==> config.mk <==
export PLATFORM = sky130hd
export DESIGN_NAME = hbp_host_byte_port
export DESIGN_NICKNAME = d
export VERILOG_FILES = /design/src/verilog/hbp_pkg.sv /design/src/verilog/hbp_addr_if.sv /design/src/verilog/hbp_host_byte_port.sv /design/src/verilog/hbp_addr_reg.sv
export SDC_FILE = /design/constraint.sdc
export NUM_CORES = 1
export LEC_CHECK = 0
export BUFFER_PORTS_ARGS = -buffer_cell sky130_fd_sc_hd__buf_2
export CORE_MARGIN = 1
export CORE_UTILIZATION = 30
export DETAILED_ROUTE_END_ITERATION = 7
export GPL_ROUTABILITY_DRIVEN = 0
export PLACE_DENSITY = 0.5
export SLEW_MARGIN = 20
export SYNTH_ARGS = -nofsm -noshare
export SYNTH_HDL_FRONTEND = slang
export SYNTH_SLANG_ARGS = --single-unit
==> constraint.sdc <==
create_clock -name clk -period 2.4 [get_ports clk]
set_input_delay 0.12 -clock clk [delete_from_list [all_inputs] [get_ports clk]]
set_output_delay 0.12 -clock clk [all_outputs]
set_load 0.05 [all_outputs]
==> src/verilog/hbp_pkg.sv <==
// constants, codes and state encoding for the host byte port slave
// assumes a single 200 MHz device clock; host pins arrive asynchronously
package hbp_pkg;
   localparam int ADDR_W = 16;
   localparam int BYTE_W = 8;
   localparam int SEL_W = 2;
   localparam logic [SEL_W-1:0] SEL_ADDR_LOW = 2'h0;
   localparam logic [SEL_W-1:0] SEL_ADDR_HIGH = 2'h1;
   localparam logic [SEL_W-1:0] SEL_DATA = 2'h2;
   localparam logic [SEL_W-1:0] SEL_DATA_INC = 2'h3;
   localparam int SEL_DATA_BIT = 1;
   localparam logic [BYTE_W-1:0] HARD_RESET_CODE = 8'h40;
   localparam logic [ADDR_W-1:0] ADDR_RESET = 16'h0000;
   localparam logic [ADDR_W-1:0] ADDR_STEP = 16'h0001;
   localparam logic [BYTE_W-1:0] BYTE_RESET = 8'h00;
   typedef enum logic [2:0] {
      ST_IDLE = 3'b000,
      ST_ACCESS = 3'b001,
      ST_RDWAIT = 3'b010,
      ST_ACK = 3'b011,
      ST_RELEASE = 3'b100
   } hbp_state_type;
endpackage

==> src/verilog/hbp_addr_if.sv <==
// carrier between the port control and the indirect address register
// assumes both ends run on the same device clock
`timescale 1ns/100ps
interface hbp_addr_if;
   logic wr_low;
   logic wr_high;
   logic inc;
   logic [hbp_pkg::BYTE_W-1:0] wdata;
   logic [hbp_pkg::ADDR_W-1:0] addr;
   modport ctrl (output wr_low, output wr_high, output inc, output wdata, input addr);
   modport regs (input wr_low, input wr_high, input inc, input wdata, output addr);
endinterface

==> src/verilog/hbp_host_byte_port.sv <==
// slave end of the asynchronous byte-wide host port with its four access registers
// assumes the host pins are asynchronous; internal register space answers reads with an ack
`timescale 1ns/100ps
module hbp_host_byte_port (
   input wire logic clk,
   input wire logic resetn,
   input wire logic ce,
   input wire logic host_chip_select_n,
   input wire logic read_not_write,
   input wire logic [hbp_pkg::SEL_W-1:0] access_reg_select,
   input wire logic [hbp_pkg::BYTE_W-1:0] host_data_in,
   output logic [hbp_pkg::BYTE_W-1:0] host_data_out,
   output logic host_data_oe_n,
   output logic host_ready_n,
   output logic host_ready_oe_n,
   output logic [hbp_pkg::ADDR_W-1:0] indirect_address,
   output logic [hbp_pkg::BYTE_W-1:0] internal_wdata,
   output logic internal_wr,
   output logic internal_rd,
   input wire logic [hbp_pkg::BYTE_W-1:0] internal_rdata,
   input wire logic internal_rd_ack,
   output logic hard_reset_req
);
   hbp_pkg::hbp_state_type state;
   hbp_pkg::hbp_state_type next_state;
   logic cs_meta;
   logic cs_sync;
   logic cs_last;
   logic rnw_meta;
   logic rnw_sync;
   logic [hbp_pkg::SEL_W-1:0] sel_meta;
   logic [hbp_pkg::SEL_W-1:0] sel_sync;
   logic [hbp_pkg::BYTE_W-1:0] din_meta;
   logic [hbp_pkg::BYTE_W-1:0] din_sync;
   logic rd_cycle;
   logic [hbp_pkg::SEL_W-1:0] cyc_sel;
   logic start;
   logic in_access;
   logic wr_now;
   logic rd_now;
   logic sel_is_data;
   logic next_ready_n;
   logic next_ready_oe_n;
   logic next_data_oe_n;
   logic next_internal_wr;
   logic next_internal_rd;
   logic next_hard_reset;
   logic [hbp_pkg::BYTE_W-1:0] next_data_out;

   hbp_addr_if abus ();

   hbp_addr_reg u_addr (
      .clk(clk),
      .resetn(resetn),
      .ce(ce),
      .bus(abus.regs)
   );

   // every host pin passes two flops; chip select passes a third for edge detection, and the first stage is never read
   always_ff @(posedge clk or negedge resetn) begin
      if (!resetn) begin
         cs_meta <= 1'b1;
         cs_sync <= 1'b1;
         cs_last <= 1'b1;
         rnw_meta <= 1'b1;
         rnw_sync <= 1'b1;
         sel_meta <= hbp_pkg::SEL_ADDR_LOW;
         sel_sync <= hbp_pkg::SEL_ADDR_LOW;
         din_meta <= hbp_pkg::BYTE_RESET;
         din_sync <= hbp_pkg::BYTE_RESET;
      end else if (ce) begin
         cs_meta <= host_chip_select_n;
         cs_sync <= cs_meta;
         cs_last <= cs_sync;
         rnw_meta <= read_not_write;
         rnw_sync <= rnw_meta;
         sel_meta <= access_reg_select;
         sel_sync <= sel_meta;
         din_meta <= host_data_in;
         din_sync <= din_meta;
      end
   end

   // a new access needs a fresh falling edge of our own chip select
   assign start = !cs_sync && cs_last;
   assign in_access = (state == hbp_pkg::ST_ACCESS);
   // host holds the pins until ready, so the synced copies are settled here
   assign wr_now = in_access && !rnw_sync;
   assign rd_now = in_access && rnw_sync;
   assign sel_is_data = sel_sync[hbp_pkg::SEL_DATA_BIT];

   // transfer sequencing
   always_comb begin
      next_state = state;
      case (state)
         hbp_pkg::ST_IDLE: begin
            if (start) begin
               next_state = hbp_pkg::ST_ACCESS;
            end
         end
         hbp_pkg::ST_ACCESS: begin
            next_state = (rnw_sync && sel_is_data) ? hbp_pkg::ST_RDWAIT : hbp_pkg::ST_ACK;
         end
         hbp_pkg::ST_RDWAIT: begin
            // a host that gives up early still gets a clean release
            if (cs_sync) begin
               next_state = hbp_pkg::ST_RELEASE;
            end else if (internal_rd_ack) begin
               next_state = hbp_pkg::ST_ACK;
            end
         end
         hbp_pkg::ST_ACK: begin
            if (cs_sync) begin
               next_state = hbp_pkg::ST_RELEASE;
            end
         end
         hbp_pkg::ST_RELEASE: begin
            next_state = hbp_pkg::ST_IDLE;
         end
         default: begin
            next_state = hbp_pkg::ST_IDLE;
         end
      endcase
   end

   // access register decode
   assign abus.wr_low = wr_now && (sel_sync == hbp_pkg::SEL_ADDR_LOW);
   assign abus.wr_high = wr_now && (sel_sync == hbp_pkg::SEL_ADDR_HIGH);
   assign abus.wdata = din_sync;
   assign abus.inc = (state == hbp_pkg::ST_RELEASE) && (cyc_sel == hbp_pkg::SEL_DATA_INC);
   assign indirect_address = abus.addr;
   assign next_internal_wr = wr_now && sel_is_data;
   assign next_internal_rd = rd_now && sel_is_data;
   assign next_hard_reset = abus.wr_high && (din_sync == hbp_pkg::HARD_RESET_CODE);
   assign next_data_out = (rd_now && sel_sync == hbp_pkg::SEL_ADDR_LOW) ?
                             abus.addr[hbp_pkg::BYTE_W-1:0] :
                          (rd_now && sel_sync == hbp_pkg::SEL_ADDR_HIGH) ?
                             abus.addr[hbp_pkg::ADDR_W-1:hbp_pkg::BYTE_W] :
                          (state == hbp_pkg::ST_RDWAIT && internal_rd_ack) ? internal_rdata :
                          host_data_out;
   // direction of the current cycle; operands passed in so callers re-evaluate on change
   function automatic logic rd_cycle_next(input logic acc, input logic rnw, input logic held);
      rd_cycle_next = acc ? rnw : held;
   endfunction

   // pins follow next_state so ready and data appear together
   assign next_ready_n = (next_state != hbp_pkg::ST_ACK);
   assign next_ready_oe_n = !(next_state == hbp_pkg::ST_ACK ||
                              next_state == hbp_pkg::ST_RELEASE);
   assign next_data_oe_n = !(next_state == hbp_pkg::ST_ACK &&
                             rd_cycle_next(in_access, rnw_sync, rd_cycle));

   // state and cycle bookkeeping
   always_ff @(posedge clk or negedge resetn) begin
      if (!resetn) begin
         state <= hbp_pkg::ST_IDLE;
         rd_cycle <= 1'b0;
         cyc_sel <= hbp_pkg::SEL_ADDR_LOW;
      end else if (ce) begin
         state <= next_state;
         rd_cycle <= rd_cycle_next(in_access, rnw_sync, rd_cycle);
         cyc_sel <= in_access ? sel_sync : cyc_sel;
      end
   end

   // registered pin and strobe outputs
   always_ff @(posedge clk or negedge resetn) begin
      if (!resetn) begin
         host_ready_n <= 1'b1;
         host_ready_oe_n <= 1'b1;
         host_data_oe_n <= 1'b1;
         host_data_out <= hbp_pkg::BYTE_RESET;
         internal_wr <= 1'b0;
         internal_rd <= 1'b0;
         internal_wdata <= hbp_pkg::BYTE_RESET;
         hard_reset_req <= 1'b0;
      end else if (ce) begin
         host_ready_n <= next_ready_n;
         host_ready_oe_n <= next_ready_oe_n;
         host_data_oe_n <= next_data_oe_n;
         host_data_out <= next_data_out;
         internal_wr <= next_internal_wr;
         internal_rd <= next_internal_rd;
         internal_wdata <= wr_now ? din_sync : internal_wdata;
         hard_reset_req <= next_hard_reset;
      end
   end

   start_edge_a: assert property (@(posedge clk) disable iff (!resetn || !ce)
      state == hbp_pkg::ST_ACCESS |-> !$past(cs_sync) && $past(cs_last))
      else $error("access began without a synced chip select fall");
   write_ack_a: assert property (@(posedge clk) disable iff (!resetn || !ce)
      wr_now |=> !host_ready_n && !host_ready_oe_n)
      else $error("write not acknowledged the next cycle");
   ready_release_a: assert property (@(posedge clk) disable iff (!resetn || !ce)
      !host_ready_n && cs_sync && state == hbp_pkg::ST_ACK
         |=> host_ready_n && !host_ready_oe_n ##1 host_ready_oe_n)
      else $error("ready not high for exactly one cycle before float");
   read_drive_a: assert property (@(posedge clk) disable iff (!resetn || !ce)
      !host_ready_n && rd_cycle |-> !host_data_oe_n)
      else $error("read acknowledged without driving data");
   data_float_a: assert property (@(posedge clk) disable iff (!resetn || !ce)
      host_ready_n |-> host_data_oe_n)
      else $error("data bus driven outside acknowledge");
   read_fetch_a: assert property (@(posedge clk) disable iff (!resetn || !ce)
      rd_now && sel_is_data |=> internal_rd ##1 !internal_rd)
      else $error("internal read strobe wrong");
   reset_code_a: assert property (@(posedge clk) disable iff (!resetn || !ce)
      wr_now && sel_sync == hbp_pkg::SEL_ADDR_HIGH && din_sync == hbp_pkg::HARD_RESET_CODE
         |=> hard_reset_req)
      else $error("reset code did not request hardware reset");
   no_restart_a: assert property (@(posedge clk) disable iff (!resetn || !ce)
      state == hbp_pkg::ST_IDLE && !cs_sync && !cs_last |=> state == hbp_pkg::ST_IDLE)
      else $error("access restarted while chip select stayed low");
   ready_hold_a: assert property (@(posedge clk) disable iff (!resetn || !ce)
      state == hbp_pkg::ST_ACK && !cs_sync |=> !host_ready_n)
      else $error("ready dropped while chip select still low");
   ready_float_a: assert property (@(posedge clk) disable iff (!resetn || !ce)
      state == hbp_pkg::ST_IDLE |-> host_ready_oe_n && host_data_oe_n)
      else $error("ready or data driven while idle");
   abort_release_a: assert property (@(posedge clk) disable iff (!resetn || !ce)
      state == hbp_pkg::ST_RDWAIT && cs_sync
         |=> host_ready_n && !host_ready_oe_n && host_data_oe_n ##1 host_ready_oe_n)
      else $error("abandoned read not released cleanly");
endmodule

==> src/verilog/hbp_addr_reg.sv <==
// the 16-bit indirect address register with byte writes and post-increment
// assumes strobes are one-cycle pulses from the port control, never two at once
`timescale 1ns/100ps
module hbp_addr_reg (
   input wire logic clk,
   input wire logic resetn,
   input wire logic ce,
   hbp_addr_if.regs bus
);
   logic [hbp_pkg::ADDR_W-1:0] addr;
   logic [hbp_pkg::ADDR_W-1:0] next_addr;

   // byte lanes write alone so the other half keeps its value
   assign next_addr = bus.wr_low ? {addr[hbp_pkg::ADDR_W-1:hbp_pkg::BYTE_W], bus.wdata} :
                      bus.wr_high ? {bus.wdata, addr[hbp_pkg::BYTE_W-1:0]} :
                      bus.inc ? hbp_pkg::ADDR_W'(addr + hbp_pkg::ADDR_STEP) :
                      addr;
   assign bus.addr = addr;

   // register itself
   always_ff @(posedge clk or negedge resetn) begin
      if (!resetn) begin
         addr <= hbp_pkg::ADDR_RESET;
      end else if (ce) begin
         addr <= next_addr;
      end
   end

   inc_step_a: assert property (@(posedge clk) disable iff (!resetn || !ce)
      bus.inc |=> addr == hbp_pkg::ADDR_W'($past(addr) + hbp_pkg::ADDR_STEP))
      else $error("auto-increment did not add one");
   addr_hold_a: assert property (@(posedge clk) disable iff (!resetn || !ce)
      !bus.wr_low && !bus.wr_high && !bus.inc |=> $stable(addr))
      else $error("indirect address changed without a strobe");
   high_byte_a: assert property (@(posedge clk) disable iff (!resetn || !ce)
      bus.wr_high |=> addr[hbp_pkg::ADDR_W-1:hbp_pkg::BYTE_W] == $past(bus.wdata)
                  && addr[hbp_pkg::BYTE_W-1:0] == $past(addr[hbp_pkg::BYTE_W-1:0]))
      else $error("high byte write disturbed the address");
endmodule

# == Word-level counts from Yosys, hierarchy flattened ==
# Index checks and enable logic that the tools add are counted.
# W data, S select, Z words.
# op_classes
n_eq_ne,11
reduce_logical,29
bitwise,1
n_addsub,1
n_mux,13
# ops
cell,count
$mux W16,2
$mux W8,4
$add A16 B1 Y16 const B,1
$logic_and A1 B1 Y1,14
$mux W3,4
$pmux W3 S4,1
$eq A3 B2 Y1 const B,3
$eq A8 B7 Y1 const B,1
$eq A3 B3 Y1 const B,2
$reduce_and A2 Y1,3
$reduce_and A3 Y1,2
$logic_not A1 Y1,4
$reduce_bool A2 Y1,2
$eq A3 B1 Y1 const B,1
$logic_not A3 Y1,1
$ne A3 B2 Y1 const B,1
$reduce_bool A3 Y1,1
$eq A2 B1 Y1 const B,1
$eq A2 B2 Y1 const B,1
$logic_not A2 Y1,1
$mux W1,2
$ne A2 B1 Y1 const B,1
$logic_or A1 B1 Y1,1
$not A1 Y1,1
# totals
inputBits,24
out_inout_bits,38
reg_bits,69
elab_cells,77

# == Logic depth before layout (Yosys ltp) ==
# logic_depth
depth_word,7
depth_mapped,8
depth_no_buf,5

# == Modules after synthesis ==
# A second synthesis with hierarchy kept.
# unflattened
cells_unflattened,294
hier_area_um2,3395.8
# modules_own_cells
mod,n_inst,cells_each,area_each_um2,seq_area_each_um2
hbp_host_byte_port,1,181,2397.3,1336.3
hbp_addr_reg,1,113,998.5,400.4

# == Worst setup path after synthesis ==
# Ideal clock, no wire load.
# synth_timing
path_kind,flip-flop to flip-flop
start,register u_addr.addr (netlist bit u_addr.bus.addr[1])
end,register u_addr.addr (netlist bit u_addr.bus.addr[14])
setup_time_ns,0.080
path_stages_with_launch,7
path_slack_ns,0.554
synth_period_minus_slack_ns,1.846
t_required_ns,2.320
n_path_buf,1
arrival_ns,1.766
path_cell_list,dfrtp_1 -> ha_1 -> and3_1 -> clkbuf_1 -> nand3_1 -> a21oi_1 -> a2bb2oi_1
# synth_between
elab_chain_cells,3
# synth_rtl
item,line_no,source
from (decl),hbp_addr_reg.sv:10,logic [hbp_pkg::ADDR_W-1:0] addr;
from (signal assigned),hbp_addr_reg.sv:23,addr <= hbp_pkg::ADDR_RESET;
from (signal assigned),hbp_addr_reg.sv:25,addr <= next_addr;
$add A16 B1 Y16,hbp_addr_reg.sv:16,bus.inc ? hbp_pkg::ADDR_W'(addr + hbp_pkg::ADDR_STEP) :
$mux W16,hbp_addr_reg.sv:16,
$mux W16,hbp_addr_reg.sv:15,"bus.wr_high ? {bus.wdata, addr[hbp_pkg::BYTE_W-1:0]} :"
# Every way passes these cells. The select of a mux whose other input is x is not followed.
# A chain may end at the register's enable or synchronous reset.

# == Worst setup path after layout ==
# layout_timing
start,register state[2]
end,register internal_wdata[1] (netlist name)
# layout_between
elab_chain_cells,3
# layout_rtl
item,line_no,source
from (decl),hbp_host_byte_port.sv:24,hbp_pkg::hbp_state_type state;
from (signal assigned),hbp_host_byte_port.sv:156,state <= hbp_pkg::ST_IDLE;
from (signal assigned),hbp_host_byte_port.sv:160,state <= next_state;
$eq A3 B1 Y1,hbp_host_byte_port.sv:86,assign in_access = (state == hbp_pkg::ST_ACCESS);
$logic_and A1 B1 Y1,hbp_host_byte_port.sv:88,assign wr_now = in_access && !rnw_sync;
$reduce_and A2 Y1 (no line),--,
to (signal assigned),hbp_host_byte_port.sv:175,internal_wdata <= hbp_pkg::BYTE_RESET;
to (signal assigned),hbp_host_byte_port.sv:184,internal_wdata <= wr_now ? din_sync : internal_wdata;
to (decl),hbp_host_byte_port.sv:17,"output logic [hbp_pkg::BYTE_W-1:0] internal_wdata,"
# Every way passes these cells.

==> results_dict.tcl <==
set metrics [dict create \
    synthDominantCellAreaShare_pct 44.75 \
    dp_hpwl_um 5983 \
    crit_type "flip-flop to flip-flop" \
    cts_tree "yes" \
    wirelength_um 8458 \
    port_buffers 61 \
    antenna_found_initial 0 \
    grt_pass1_wl_um 13730 \
    synth_area_leaders "dfrtp_1, mux2_2, dfstp_2" \
    yosys_register_bits 69 \
    die_w_um 108.6 \
    synthXorXnorAreaFrac_pct 0 \
    setup-tns-final_ps 0 \
    seq_area_frac_synth_pct 50.92 \
    drt-initial-drc-count 163 \
    critPathRequiredTime_ps 2610 \
    synthArstFlopShare_pct 100.0 \
    gr-total-overflow 0 \
    r2r_cells 4 \
    end_kind "flip-flop" \
    arrival_ps 2290 \
    insertion_delay_ps 340 \
    drcViolationCount 0 \
    slew_headroom_pct 56.69 \
    core.rowCount 38 \
    p_leak_nw 1.812 \
    drive_gt1_share_pct 36.39 \
    cap_violations 0 \
    drv_slew 0 \
    clockBufferDepth 2 \
    path_clk_slew_ps 60 \
    post_cts_buffers 0 \
    layout_common_cells "dfrtp_1, buf_2, mux2_2" \
    area_delta_synth_final_pct 22.63 \
    synthesis.area_um2 3411 \
    post-synth-top-area-cell "dfrtp_1" \
    cts_buffers 9 \
    setup_violations 0 \
    grt_pass1_vias 2585 \
    hold_buffers 1 \
    tightest_slew_ps 649.7 \
    routedWlPerCell_um 16.20 \
    synthSimpleGateAreaFrac_pct 14.86 \
    hold_viol 0 \
    cp_max_fo 10 \
    vias 2668 \
    period_share_pct 86.65 \
    viasPerCell 5.111 \
    start_util_pct 31.19 \
    post_cts_resized 0 \
    placed_cells 505 \
    status "finished clean" \
    worstHoldPathType "input port to flip-flop" \
    die_area_um2 11800 \
    muxShareOfSynthArea_pct 14.53 \
    antennaDiodeCount 0 \
    coreArea_um2 10940 \
    synthAdderAreaFrac_pct 0.3668 \
    peakVddDrop_uv 512.7 \
    synth_ff_type "dfrtp_1" \
    synth_edf_count 0 \
    final_cells 522 \
    p_per_area_nw_per_um2 1233 \
    top_level_ports 62 \
    worst_setup_path_start_kind "flip-flop" \
    root_buffer "clkbuf_16" \
    rsz0062_at_grt "no" \
    cts_max_level 3 \
    synth_compound_area_share_pct 15.33 \
    ant_nets 0 \
    drt-pass1-iter-count 4 \
    grt_max_degree 35 \
    yosys_warnings 0 \
    die_h_um 108.6 \
    whs_path_depth 2 \
    yosysUniqueCellTypes 50 \
    synth_cells 320 \
    clock-sinks 69 \
    synth_fp_nets 345 \
    synth_top_family_by_area "compound AO/OA/AOI/OAI gates" \
    grtUsageTotal_pct 15.52 \
    skew_ps 10.27 \
    finalNetCount 402 \
    fmax_mhz 480.9 \
    syn_area_per_cell_um2 10.66 \
    period_needed_ps 2079 \
]
==> where the power goes <==
group	switching [W]	internal [W]
Clock	0.000508	0.00102
Combinational	0.00124	0.000537
Sequential	0.000350	0.00150
==> flip-flops by register name, indices dropped and copies added (netlist names) <==
register,flops
u_addr.bus.addr,16
abus.wdata,8
din_meta,8
host_data_out,8
internal_wdata,8
state,3
cyc_sel,2
sel_meta,2
sel_sync,2
cs_last,1
cs_meta,1
cs_sync,1
hard_reset_req,1
host_data_oe_n,1
host_ready_n,1
host_ready_oe_n,1
internal_rd,1
internal_wr,1
rd_cycle,1
rnw_meta,1
rnw_sync,1
==> cell type report <==
| type | instances | area, um^2 |
|---|---|---|
| clock buffers | 9 | 225.2 |
| clock inverters | 7 | 121.4 |
| fillers | 1095 | 6753 |
| inverters | 7 | 26.28 |
| multi-input cells | 222 | 1538 |
| flip-flops and latches | 69 | 1737 |
| well taps | 140 | 175.2 |
| repair buffers | 68 | 360.3 |
==> worst max-delay path: stages (launching register included) <==
cell and delay [ps]:
dfrtp_1 500, nor3b_1 460, nand2_1 230, nor2_2 380
mux2_2 390
==> synth_stat cells, types with 3 or more instances <==
cell / count
dfrtp_1: 61
mux2_2: 36
nand2_1: 34
a21oi_1: 28
o21ai_0: 21
nor2_1: 17
clkbuf_1: 12
nand3_1: 11
mux2i_1: 9
o22ai_1: 9
dfstp_2: 8
a2bb2oi_1: 7
inv_1: 7
buf_2: 4
o21a_1: 4
and3_1: 3
and4_1: 3
nand2b_1: 3
nand4_1: 3
nor2b_1: 3
==> path summary, 6_finish.rpt <==
path	from	end	slack [ps]
setup / recovery	state[2]	internal_wdata[1]	320
hold / removal	host_data_in[1]	din_meta[1]	10
setup reg to reg	state[2]	internal_wdata[1]	320
hold reg to reg	din_meta[5]	abus.wdata[5]	480
max in group asynchronous	resetn	rnw_sync	1250
min in group asynchronous	resetn	host_data_out[2]	350
==> metal layers <==
metal,track usage (%),vias up,part of all wire [%]
li1,-,1278,-
met1,21.61,1288,48
met2,23.15,89,44
met3,3.108,13,5.6
met4,7.143,0,2.0
met5,0,-,0
==> metrics by stage <==
stage / setup WS [ps] / utilization [%] / hold WS [ps] / total power, W / instance area [um^2]
finish: 320.5 / 38.25 / 13.31 / 0.005155 / 4183
global route: 202.2 / 38.25 / 7.830 / 0.005451 / 4183
CTS: 321.3 / 38.25 / 4.480 / 0.005225 / 4183
detailed placement: 324.1 / 34.99 / 196.8 / 0.003670 / 3826
global placement: 367.2 / 34.99 / 195.2 / 0.003641 / 3826
floorplan: 554.4 / - / -175.6 / 0.003196 / 3411
==> kinds of logic after synthesis <==
logic type,after synthesis
buffers and inverters,29
and+or+nand+nor,93
adders and majority gates,1
AOI/OAI and AO/OA,83
muxes,45
DFF,69
Power figures use the tool's default switching activity.
